===== src/design/scr1_defs.svh =====
// Constants for the first control register block
`ifndef SCR1_DEFS_SVH
`define SCR1_DEFS_SVH

`define SCR1_ADDR_W 5
`define SCR1_ADDR_LAST 5'h16
`define SCR1_ADDR_HOLE_A 5'h05
`define SCR1_ADDR_HOLE_B 5'h06
`define SCR1_CTRL1_ADDR 5'h00
`define SCR1_CTRL1_BYTES 3'h4
`define SCR1_CTRL1_RESET 32'h0000_0000
`define SCR1_WRITE_MASK 32'hE0DF_FF80
`define SCR1_BIT_RAM_EN 31
`define SCR1_BIT_PLAY_HI 30
`define SCR1_BIT_PLAY_LO 29
`define SCR1_BIT_KEY_PIN 23
`define SCR1_BIT_INV_SINC 22
`define SCR1_BIT_PROF_HI 20
`define SCR1_BIT_PROF_LO 17
`define SCR1_BIT_SINE 16
`define SCR1_BIT_RAMP_RELOAD 15
`define SCR1_BIT_RAMP_AUTOCLR 14
`define SCR1_BIT_PHASE_AUTOCLR 13
`define SCR1_BIT_RAMP_CLR 12
`define SCR1_BIT_PHASE_CLR 11
`define SCR1_BIT_AMP_RELOAD 10
`define SCR1_BIT_KEY_EN 9
`define SCR1_BIT_KEY_AUTO 8
`define SCR1_BIT_PWR_DOWN 7
`define SCR1_KEY_MANUAL 2'h2
`define SCR1_KEY_AUTO 2'h3

`endif


===== src/design/scr1_pkg.sv =====
// Types shared by the first control register block
package scr1_pkg;

	// Effective controls seen by the synthesis logic
	typedef struct packed {
		logic ramEnable;
		logic [1:0] playbackDest;
		logic keyPinEnable;
		logic inverseSincOn;
		logic [3:0] profileCode;
		logic sineSelect;
		logic phaseHold;
		logic rampHold;
		logic [1:0] keyMode;
		logic keyingEnabled;
		logic digitalPowerDown;
	} scr1_ctrl_t;

	// One-cycle pulses derived from an update event
	typedef struct packed {
		logic rampTimerReload;
		logic amplitudeRampReload;
		logic phaseClear;
		logic rampClear;
	} scr1_pulse_t;

endpackage


===== src/design/scr1_control_reg.sv =====
// First control register with shadow stage and update logic
//
// What this block does
// - Address space 0x00-0x16, holes at 0x05, 0x06.
// - Control register at 0x00, four bytes wide.
// - Shadowed fields move on update or profile change.
// - Bit 31 enables RAM, default off.
// - Bits 30:29 pick playback destination, default 00b.
// - Bit 23 enables keying pin, manual mode only.
// - Bit 22 turns on inverse sinc filter.
// - Bits 20:17 profile code, immediate, needs RAM.
// - Bit 16 selects sine, else cosine.
// - Bit 15 reloads ramp timer on update, only while ramp runs.
// - Bit 14 pulses ramp clear, sync-aligned.
// - Bit 12 holds ramp clear, sync-aligned.
// - Bit 13 clears phase accumulator on update.
// - Bit 11 holds phase accumulator in reset.
// - Bit 10 reloads amplitude ramp timer, auto keying.
// - Bit 9 enables output shift keying.
// - Bit 8 selects automatic keying when enabled.
// - Bit 7 stops digital core clocks, immediate.
`timescale 1ns/1ps
`default_nettype none
`include "scr1_defs.svh"

module scr1_control_reg #(
	parameter int ADDR_W = `SCR1_ADDR_W
) (
	input wire logic clk,
	input wire logic rstn,
	input wire logic writeStrobe,
	input wire logic readStrobe,
	input wire logic [ADDR_W-1:0] address,
	input wire logic [31:0] writeData,
	input wire logic updateStrobe,
	input wire logic [2:0] profilePins,
	input wire logic syncClkEdge,
	input wire logic keyPin,
	input wire logic rampEnable,
	output logic [31:0] readData,
	output logic readValid,
	output logic addrError,
	output scr1_pkg::scr1_ctrl_t ctrl,
	output scr1_pkg::scr1_pulse_t pulses,
	output logic keyPinGated
);

	import scr1_pkg::*;

	////////////////////////////////////////////////////////////////////////
	// Elaboration checks

	// Decode compares against five-bit addresses only
	if (ADDR_W != `SCR1_ADDR_W) begin : gBadAddrW
		$error("scr1_control_reg: ADDR_W must be 5");
	end

	// Last register address must fit the address width
	if (`SCR1_ADDR_LAST >= (1 << ADDR_W)) begin : gBadLast
		$error("scr1_control_reg: address map exceeds ADDR_W");
	end

	////////////////////////////////////////////////////////////////////////
	// Field decoding helpers

	// Keying mode pair {enable, auto} of a register word
	function automatic logic [1:0] keyModeOf(input logic [31:0] w);
		keyModeOf = {w[`SCR1_BIT_KEY_EN], w[`SCR1_BIT_KEY_AUTO]};
	endfunction

	// True when the word selects the given keying mode
	function automatic logic keyModeIs(input logic [31:0] w,
		input logic [1:0] m);
		keyModeIs = (keyModeOf(w) == m);
	endfunction

	// Profile code field of a register word
	function automatic logic [3:0] profileOf(input logic [31:0] w);
		profileOf = w[`SCR1_BIT_PROF_HI:`SCR1_BIT_PROF_LO];
	endfunction

	////////////////////////////////////////////////////////////////////////
	// Address decode

	// Valid register address within the map
	function automatic logic addrValid(input logic [ADDR_W-1:0] a);
		addrValid = (a <= `SCR1_ADDR_LAST) && (a != `SCR1_ADDR_HOLE_A)
			&& (a != `SCR1_ADDR_HOLE_B);
	endfunction

	logic hitCtrl;
	assign hitCtrl = (address == `SCR1_CTRL1_ADDR);

	////////////////////////////////////////////////////////////////////////
	// Shadow and active stages

	logic [31:0] shadow_ff;
	logic [31:0] active_ff;
	logic [2:0] profPrev_ff;
	logic updateEvent;
	logic [31:0] nxt_shadow;

	// Profile change counts as an update event
	assign updateEvent = updateStrobe | (profilePins != profPrev_ff);
	assign nxt_shadow = writeData & `SCR1_WRITE_MASK;

	// Host writes land in shadow
	always_ff @(posedge clk or negedge rstn) begin
		if (!rstn)
			shadow_ff <= `SCR1_CTRL1_RESET;
		else if (writeStrobe && hitCtrl)
			shadow_ff <= nxt_shadow;
	end

	// Track profile pins to spot a change
	always_ff @(posedge clk or negedge rstn) begin
		if (!rstn)
			profPrev_ff <= 3'h0;
		else
			profPrev_ff <= profilePins;
	end

	// Transfer shadow on update event
	always_ff @(posedge clk or negedge rstn) begin
		if (!rstn)
			active_ff <= `SCR1_CTRL1_RESET;
		else if (updateEvent)
			active_ff <= shadow_ff;
	end

	////////////////////////////////////////////////////////////////////////
	// Readback

	// Reads return shadow contents; other addresses read zero
	always_ff @(posedge clk or negedge rstn) begin
		if (!rstn) begin
			readData <= 32'h0000_0000;
			readValid <= 1'b0;
			addrError <= 1'b0;
		end else begin
			readValid <= readStrobe;
			addrError <= (readStrobe | writeStrobe) & ~addrValid(address);
			if (readStrobe && hitCtrl)
				readData <= shadow_ff;
			else if (readStrobe)
				readData <= 32'h0000_0000;
		end
	end

	////////////////////////////////////////////////////////////////////////
	// Effective control outputs

	// Effective control flops, one per field
	logic ramEnable_ff;
	logic [1:0] playbackDest_ff;
	logic keyPinEnable_ff;
	logic inverseSincOn_ff;
	logic [3:0] profileCode_ff;
	logic sineSelect_ff;
	logic phaseHold_ff;
	logic rampHoldAct_ff;
	logic [1:0] keyMode_ff;
	logic keyingEnabled_ff;
	logic powerDown_ff;

	// RAM enable from the active stage
	always_ff @(posedge clk or negedge rstn) begin
		if (!rstn)
			ramEnable_ff <= '0;
		else
			ramEnable_ff <= active_ff[`SCR1_BIT_RAM_EN];
	end

	// Playback destination from the active stage
	always_ff @(posedge clk or negedge rstn) begin
		if (!rstn)
			playbackDest_ff <= '0;
		else
			playbackDest_ff <= active_ff[`SCR1_BIT_PLAY_HI:
				`SCR1_BIT_PLAY_LO];
	end

	// Keying pin enable, manual mode only
	always_ff @(posedge clk or negedge rstn) begin
		if (!rstn)
			keyPinEnable_ff <= '0;
		else
			keyPinEnable_ff <= active_ff[`SCR1_BIT_KEY_PIN]
				&& keyModeIs(active_ff, `SCR1_KEY_MANUAL);
	end

	// Inverse sinc filter switch
	always_ff @(posedge clk or negedge rstn) begin
		if (!rstn)
			inverseSincOn_ff <= '0;
		else
			inverseSincOn_ff <= active_ff[`SCR1_BIT_INV_SINC];
	end

	// Profile code acts at once, gated by active RAM enable
	always_ff @(posedge clk or negedge rstn) begin
		if (!rstn)
			profileCode_ff <= '0;
		else if (active_ff[`SCR1_BIT_RAM_EN])
			profileCode_ff <= profileOf(shadow_ff);
		else
			profileCode_ff <= '0;
	end

	// Sine or cosine output choice
	always_ff @(posedge clk or negedge rstn) begin
		if (!rstn)
			sineSelect_ff <= '0;
		else
			sineSelect_ff <= active_ff[`SCR1_BIT_SINE];
	end

	// Static phase accumulator clear
	always_ff @(posedge clk or negedge rstn) begin
		if (!rstn)
			phaseHold_ff <= '0;
		else
			phaseHold_ff <= active_ff[`SCR1_BIT_PHASE_CLR];
	end

	// Keying enable
	always_ff @(posedge clk or negedge rstn) begin
		if (!rstn)
			keyingEnabled_ff <= '0;
		else
			keyingEnabled_ff <= active_ff[`SCR1_BIT_KEY_EN];
	end

	// Keying mode, zero while keying is off
	always_ff @(posedge clk or negedge rstn) begin
		if (!rstn)
			keyMode_ff <= '0;
		else if (active_ff[`SCR1_BIT_KEY_EN])
			keyMode_ff <= keyModeOf(active_ff);
		else
			keyMode_ff <= '0;
	end

	// Power-down acts at once from the shadow stage
	always_ff @(posedge clk or negedge rstn) begin
		if (!rstn)
			powerDown_ff <= '0;
		else
			powerDown_ff <= shadow_ff[`SCR1_BIT_PWR_DOWN];
	end

	// Pack the flops into the control word
	assign ctrl = {ramEnable_ff, playbackDest_ff, keyPinEnable_ff,
		inverseSincOn_ff, profileCode_ff, sineSelect_ff, phaseHold_ff,
		rampHoldAct_ff, keyMode_ff, keyingEnabled_ff,
		powerDown_ff};

	// Manual keying pin passes only when enabled
	always_ff @(posedge clk or negedge rstn) begin
		if (!rstn)
			keyPinGated <= 1'b0;
		else
			keyPinGated <= keyPin & active_ff[`SCR1_BIT_KEY_PIN]
				& keyModeIs(active_ff, `SCR1_KEY_MANUAL);
	end

	////////////////////////////////////////////////////////////////////////
	// Ramp clear alignment to port-synchronous clock

	logic rampLoadFire;
	logic rampHoldReq;
	logic rampPulseReq;
	logic rampPulseFire;
	logic updPrev_ff;
	logic updSeen;

	assign updSeen = updPrev_ff;

	// Delay event so active stage already holds new bits
	always_ff @(posedge clk or negedge rstn) begin
		if (!rstn)
			updPrev_ff <= 1'b0;
		else
			updPrev_ff <= updateEvent;
	end

	assign rampHoldReq = updSeen;
	assign rampPulseReq = updSeen & active_ff[`SCR1_BIT_RAMP_AUTOCLR];

	scr1_sync_align uHoldAlign (
		.clk(clk),
		.rstn(rstn),
		.syncEdge(syncClkEdge),
		.request(rampHoldReq),
		.fire(rampLoadFire)
	);

	scr1_sync_align uPulseAlign (
		.clk(clk),
		.rstn(rstn),
		.syncEdge(syncClkEdge),
		.request(rampPulseReq),
		.fire(rampPulseFire)
	);

	// Static ramp clear follows bit on aligned edge
	always_ff @(posedge clk or negedge rstn) begin
		if (!rstn)
			rampHoldAct_ff <= 1'b0;
		else if (rampLoadFire)
			rampHoldAct_ff <= active_ff[`SCR1_BIT_RAMP_CLR];
	end

	////////////////////////////////////////////////////////////////////////
	// Update-driven pulses

	logic timerReload_ff;
	logic ampReload_ff;
	logic phaseClear_ff;
	logic rampClear_ff;

	// Ramp timer reload, only while the ramp runs
	always_ff @(posedge clk or negedge rstn) begin
		if (!rstn)
			timerReload_ff <= '0;
		else
			timerReload_ff <= updSeen & rampEnable
				& active_ff[`SCR1_BIT_RAMP_RELOAD];
	end

	// Amplitude ramp reload, automatic keying only
	always_ff @(posedge clk or negedge rstn) begin
		if (!rstn)
			ampReload_ff <= '0;
		else
			ampReload_ff <= updSeen & active_ff[`SCR1_BIT_AMP_RELOAD]
				& keyModeIs(active_ff, `SCR1_KEY_AUTO);
	end

	// Phase accumulator autoclear
	always_ff @(posedge clk or negedge rstn) begin
		if (!rstn)
			phaseClear_ff <= '0;
		else
			phaseClear_ff <= updSeen
				& active_ff[`SCR1_BIT_PHASE_AUTOCLR];
	end

	// Ramp autoclear, already aligned to the sync edge
	always_ff @(posedge clk or negedge rstn) begin
		if (!rstn)
			rampClear_ff <= '0;
		else
			rampClear_ff <= rampPulseFire;
	end

	// Pack the pulse flops
	assign pulses = {timerReload_ff, ampReload_ff, phaseClear_ff,
		rampClear_ff};

endmodule

`default_nettype wire


===== src/design/scr1_sync_align.sv =====
// Aligns a request to the next port-synchronous clock edge
`timescale 1ns/1ps
`default_nettype none

module scr1_sync_align (
	input wire logic clk,
	input wire logic rstn,
	input wire logic syncEdge,
	input wire logic request,
	output logic fire
);

	logic pend_ff;

	// Hold request until the next edge, then pulse once
	always_ff @(posedge clk or negedge rstn) begin
		if (!rstn) begin
			pend_ff <= 1'b0;
			fire <= 1'b0;
		end else begin
			fire <= syncEdge & (pend_ff | request);
			if (syncEdge)
				pend_ff <= 1'b0;
			else if (request)
				pend_ff <= 1'b1;
		end
	end

endmodule

`default_nettype wire


===== config.mk =====
export PLATFORM = sky130hd
export DESIGN_NAME = scr1_control_reg
export DESIGN_NICKNAME = d
export VERILOG_FILES = /design/src/design/scr1_pkg.sv /design/src/design/scr1_control_reg.sv /design/src/design/scr1_sync_align.sv
export VERILOG_INCLUDE_DIRS = /design/src /design/src/design
export SDC_FILE = /design/constraint.sdc
export NUM_CORES = 1
export LEC_CHECK = 0
export BUFFER_PORTS_ARGS = -buffer_cell sky130_fd_sc_hd__buf_2
export CAP_MARGIN = 20
export CORE_MARGIN = 3
export CORE_UTILIZATION = 25
export CTS_CLUSTER_DIAMETER = 30
export CTS_CLUSTER_SIZE = 20
export DETAILED_ROUTE_END_ITERATION = 12
export PLACE_DENSITY = 0.56
export SKIP_LAST_GASP = 1
export SYNTH_ARGS = -nofsm -noshare
export SYNTH_HDL_FRONTEND = slang
export SYNTH_SLANG_ARGS = --single-unit

===== constraint.sdc =====
create_clock -name clk -period 1.5 [get_ports clk]
set_clock_uncertainty 0.1 [all_clocks]
set_input_delay 0.225 -clock clk [delete_from_list [all_inputs] [get_ports clk]]
set_output_delay 0.225 -clock clk [all_outputs]
set_load 0.005 [all_outputs]

==> qor.csv <==
stage,metric,value,unit
place,I/O Buffers,76,
worst_setup_path,worst-case reg-to-reg path depth,4,
yosys,top cell type's share of synthesized area,67.2,%
clocking,"CTS clk-pin slew, worst paths",0.06,ns
sta,final-report setup violation count,14,
detailed_routing,Antenna Nets Post-Route,0,
layout,total inserted antenna cells,0,
detailed_routing,drt total wl,6150,um
clocking,TritonCTS clock tree,yes,
yosys,post-synthesis cell count,200,
detailed_routing,Vias/cell,4.17,
floorplan,die height,117,um
clocking,clk_lat worst skew,0.33,ns
yosys,mux share of post-synthesis cell area,12.5,%
worst_setup_path,endpoint type of the worst setup path,flip-flop,
layout,filler cell count,1164,
sta,slack of the critical path,-0.136,ns
grt,initial antenna violation count,0,
hold_path,Worst Hold Depth,2,
place,Final Wtd Congestion,0.675,
grt,largest net degree at the start of global routing,37,
floorplan,DIE AREA,0.0136,sq mm
worst_setup_path,worst-path maximum fanout,15,
yosys,top cell type by total area after synthesis,dfrtp_1,
worst_setup_path,reg-to-reg setup timing slack,-0.14,ns
sta,post-layout min period,1.64,ns
yosys,synth top area cells,"dfrtp_1, mux2_2, buf_4",
yosys,register bit total from synthesis,82,
sta,final hold violation count,0,
yosys,Synth Area in Compound Gates,5.82,%
status,outcome,finished with violations,
detailed_routing,initial drt markers,43,
worst_setup_path,"Arr. time, crit path",1.75,ns
grt,Tot GR Track Use,9.72,%
floorplan,core area,0.0117,sq mm
yosys,Post-Synth Adder-Cell Area,0,%
layout,layout cells sized above 1,47.0,%
clocking,CTS buffer count,9,
place,dpl cell area,0.00353,sq mm
worst_setup_path,kind of critical path,reg2reg,
clocking,post-CTS sizing,0,
clocking,clock sink count,82,
place,hpwl dp,4150,um
layout,Post-Route Utilization,33.7,%
grt,total gr overflow,0,
yosys,Synth Warn #,0,
clocking,CTS Buffer Depth,2,
sta,fin. max-slew vios,0,
place,DP Cell Count,407,
floorplan,Initial Util,26.2,%
detailed_routing,mean routed wirelength per cell,14.3,um
worst_setup_path,critical path required time,1.61,ns
yosys,post-synth cell types,24,
sta,Achievable Freq,611,MHz
layout,Non-Filler Instances,430,
worst_setup_path,Startpoint Class,flip-flop,
grt,vias in the first global route,1875,
layout,Final #Nets,330,
clocking,post-CTS setup buffers,0,
yosys,post-synthesis sequential area ratio,67.2,%
detailed_routing,via count of the routed design,1794,
grt,global-route wire length before repair,9700,um
pwr,Max IR drop VDD,0.546,mV
yosys,Synth Area in XOR/XNOR,1.15,%
floorplan,row count,39,
floorplan,IO Count,103,
floorplan,Die W,117,um
yosys,synthesized area per cell,15.3,sq um
sta,setup TNS,-1.77,ns
pwr,Pwr Total,5.64,mW
yosys,simple-gate portion of the synthesized area,5.33,%
yosys,largest family of logic cells by synthesized area,multiplexers,
hold_path,min-delay worst type,in2reg,
pwr,leak pwr,2.03,nW
layout,Area Overhead vs Synth,28.9,%
yosys,Post-Syn Area,0.00305,sq mm
layout,Final Instance Area,0.00394,sq mm
detailed_routing,DRC viols,0,
sta,RSZ-0062 raised after global routing,yes,
pwr,PD cells,1430,mW/mm^2
clocking,htree depth,3,
sta,Final period util,109,%
status,failing checks,negative setup slack,
clocking,root buf cell,clkbuf_16,
flow_run,Max-Cap Viols,0,
detailed_routing,Initial DRT Pass Iterations,4,
==> registers in the layout, summed over array words and instances, names as in the netlist, 2 cells and up <==
| register | cells |
|---|---|
| shadow_ff | 19 |
| active_ff | 14 |
| profileCode_ff | 4 |
| playbackDest_ff | 2 |
| readData | 19 |
| profPrev_ff | 3 |
| keyMode_ff | 2 |
==> worst max-delay path, cell delays in order (launching register included) <==
cell	delay (ns)
dfrtp_1	0.37
xor2_1	0.18
nor4_4	0.32
buf_12	0.20
mux2_2	0.34
==> layer usage <==
| layer | global-route usage [%] | wire [um] |
|---|---|---|
| met5 | 0 | 0 |
| met4 | 4.64 | 99 |
| met3 | 3.89 | 434 |
| met2 | 14.6 | 2920 |
| met1 | 12.3 | 2700 |
==> power by group <==
part           switching (mW)  internal, mW  total [mW]
sequential              0.155          2.50        2.66
clock                   0.852          1.62        2.47
combinational           0.215         0.300       0.516
total                    1.22          4.42        5.64
==> cells in the mapped netlist <==
master / instances
nand3_2: 1
nor3_2: 1
and3b_1: 1
nor4_4: 1
nand2_1: 1
buf_2: 2
nor2b_1: 2
and3_1: 3
mux2_2: 34
dfrtp_1: 82
xor2_1: 4
a22o_1: 19
buf_6: 2
clkbuf_1: 1
a31oi_1: 1
clkinv_1: 1
nor2_1: 6
nand3_1: 1
a21oi_1: 1
and2_1: 7
inv_1: 1
nand4_1: 1
buf_4: 26
conb_1: 1
==> repair_timing <==
action / CTS / global route
hold endpoints to repair: 32 / 0
hold buffers: 7 / 0
setup endpoints to repair: 14 / 14
==> through the flow <==
stage / worst slack (ns) / hold slack (ns)
2_1_floorplan: -0.176 / -0.171
3_3_place_gp: -0.119 / 0.0666
3_5_place_dp: -0.144 / 0.0681
4_1_cts: -0.151 / 0.0118
5_1_grt: -0.216 / 0.0109
6_report: -0.136 / 0.0223
==> cell families (layout without fill, tap and decap cells) <==
| kind of cell | Yosys count | after routing |
|---|---|---|
| AOI/OAI and AO/OA | 21 | 21 |
| xor gates and xnor gates | 4 | 4 |
| buffers and inverters | 33 | 108 |
| DFF | 82 | 82 |
| muxes | 34 | 34 |
| other | 1 | 13 |
| and+or+nand+nor | 25 | 25 |
==> path summary, 6_finish.rpt <==
kind                             startpoint       endpoint
min in group asynchronous              rstn  keyMode_ff[0]
max in group asynchronous              rstn   readData[18]
setup reg to reg             profPrev_ff[2]  active_ff[29]
setup / recovery             profPrev_ff[2]  active_ff[29]
hold / removal                writeData[16]  shadow_ff[16]
hold reg to reg            uPulseAlign.fire   rampClear_ff
==> layout make-up <==
| type | instances | area [sq um] | area share [%] |
|---|---|---|---|
| flip-flops and latches | 82 | 2050 | 52.1 |
| multi-input cells | 97 | 807 | 20.5 |
| repair buffers | 90 | 556 | 14.1 |
| clock buffers | 10 | 229 | 5.82 |
| well taps | 143 | 179 | 4.55 |
| clock inverters | 6 | 105 | 2.67 |
| inverters | 2 | 7.51 | 0.191 |
==> layout by cell type, fill, tap and decap left out, drive strengths merged <==
cell,count
a21oi,1
a22o,19
a31oi,1
and2,7
and3,3
and3b,1
buf,83
bufinv,3
clkbuf,10
clkinv,4
conb,13
dfrtp,82
dlygate4sd3,7
inv,1
mux2,34
nand2,1
nand3,2
nand4,1
nor2,6
nor2b,2
nor3,1
nor4,1
xor2,4
No activity file was read; power rests on OpenSTA's default activity.
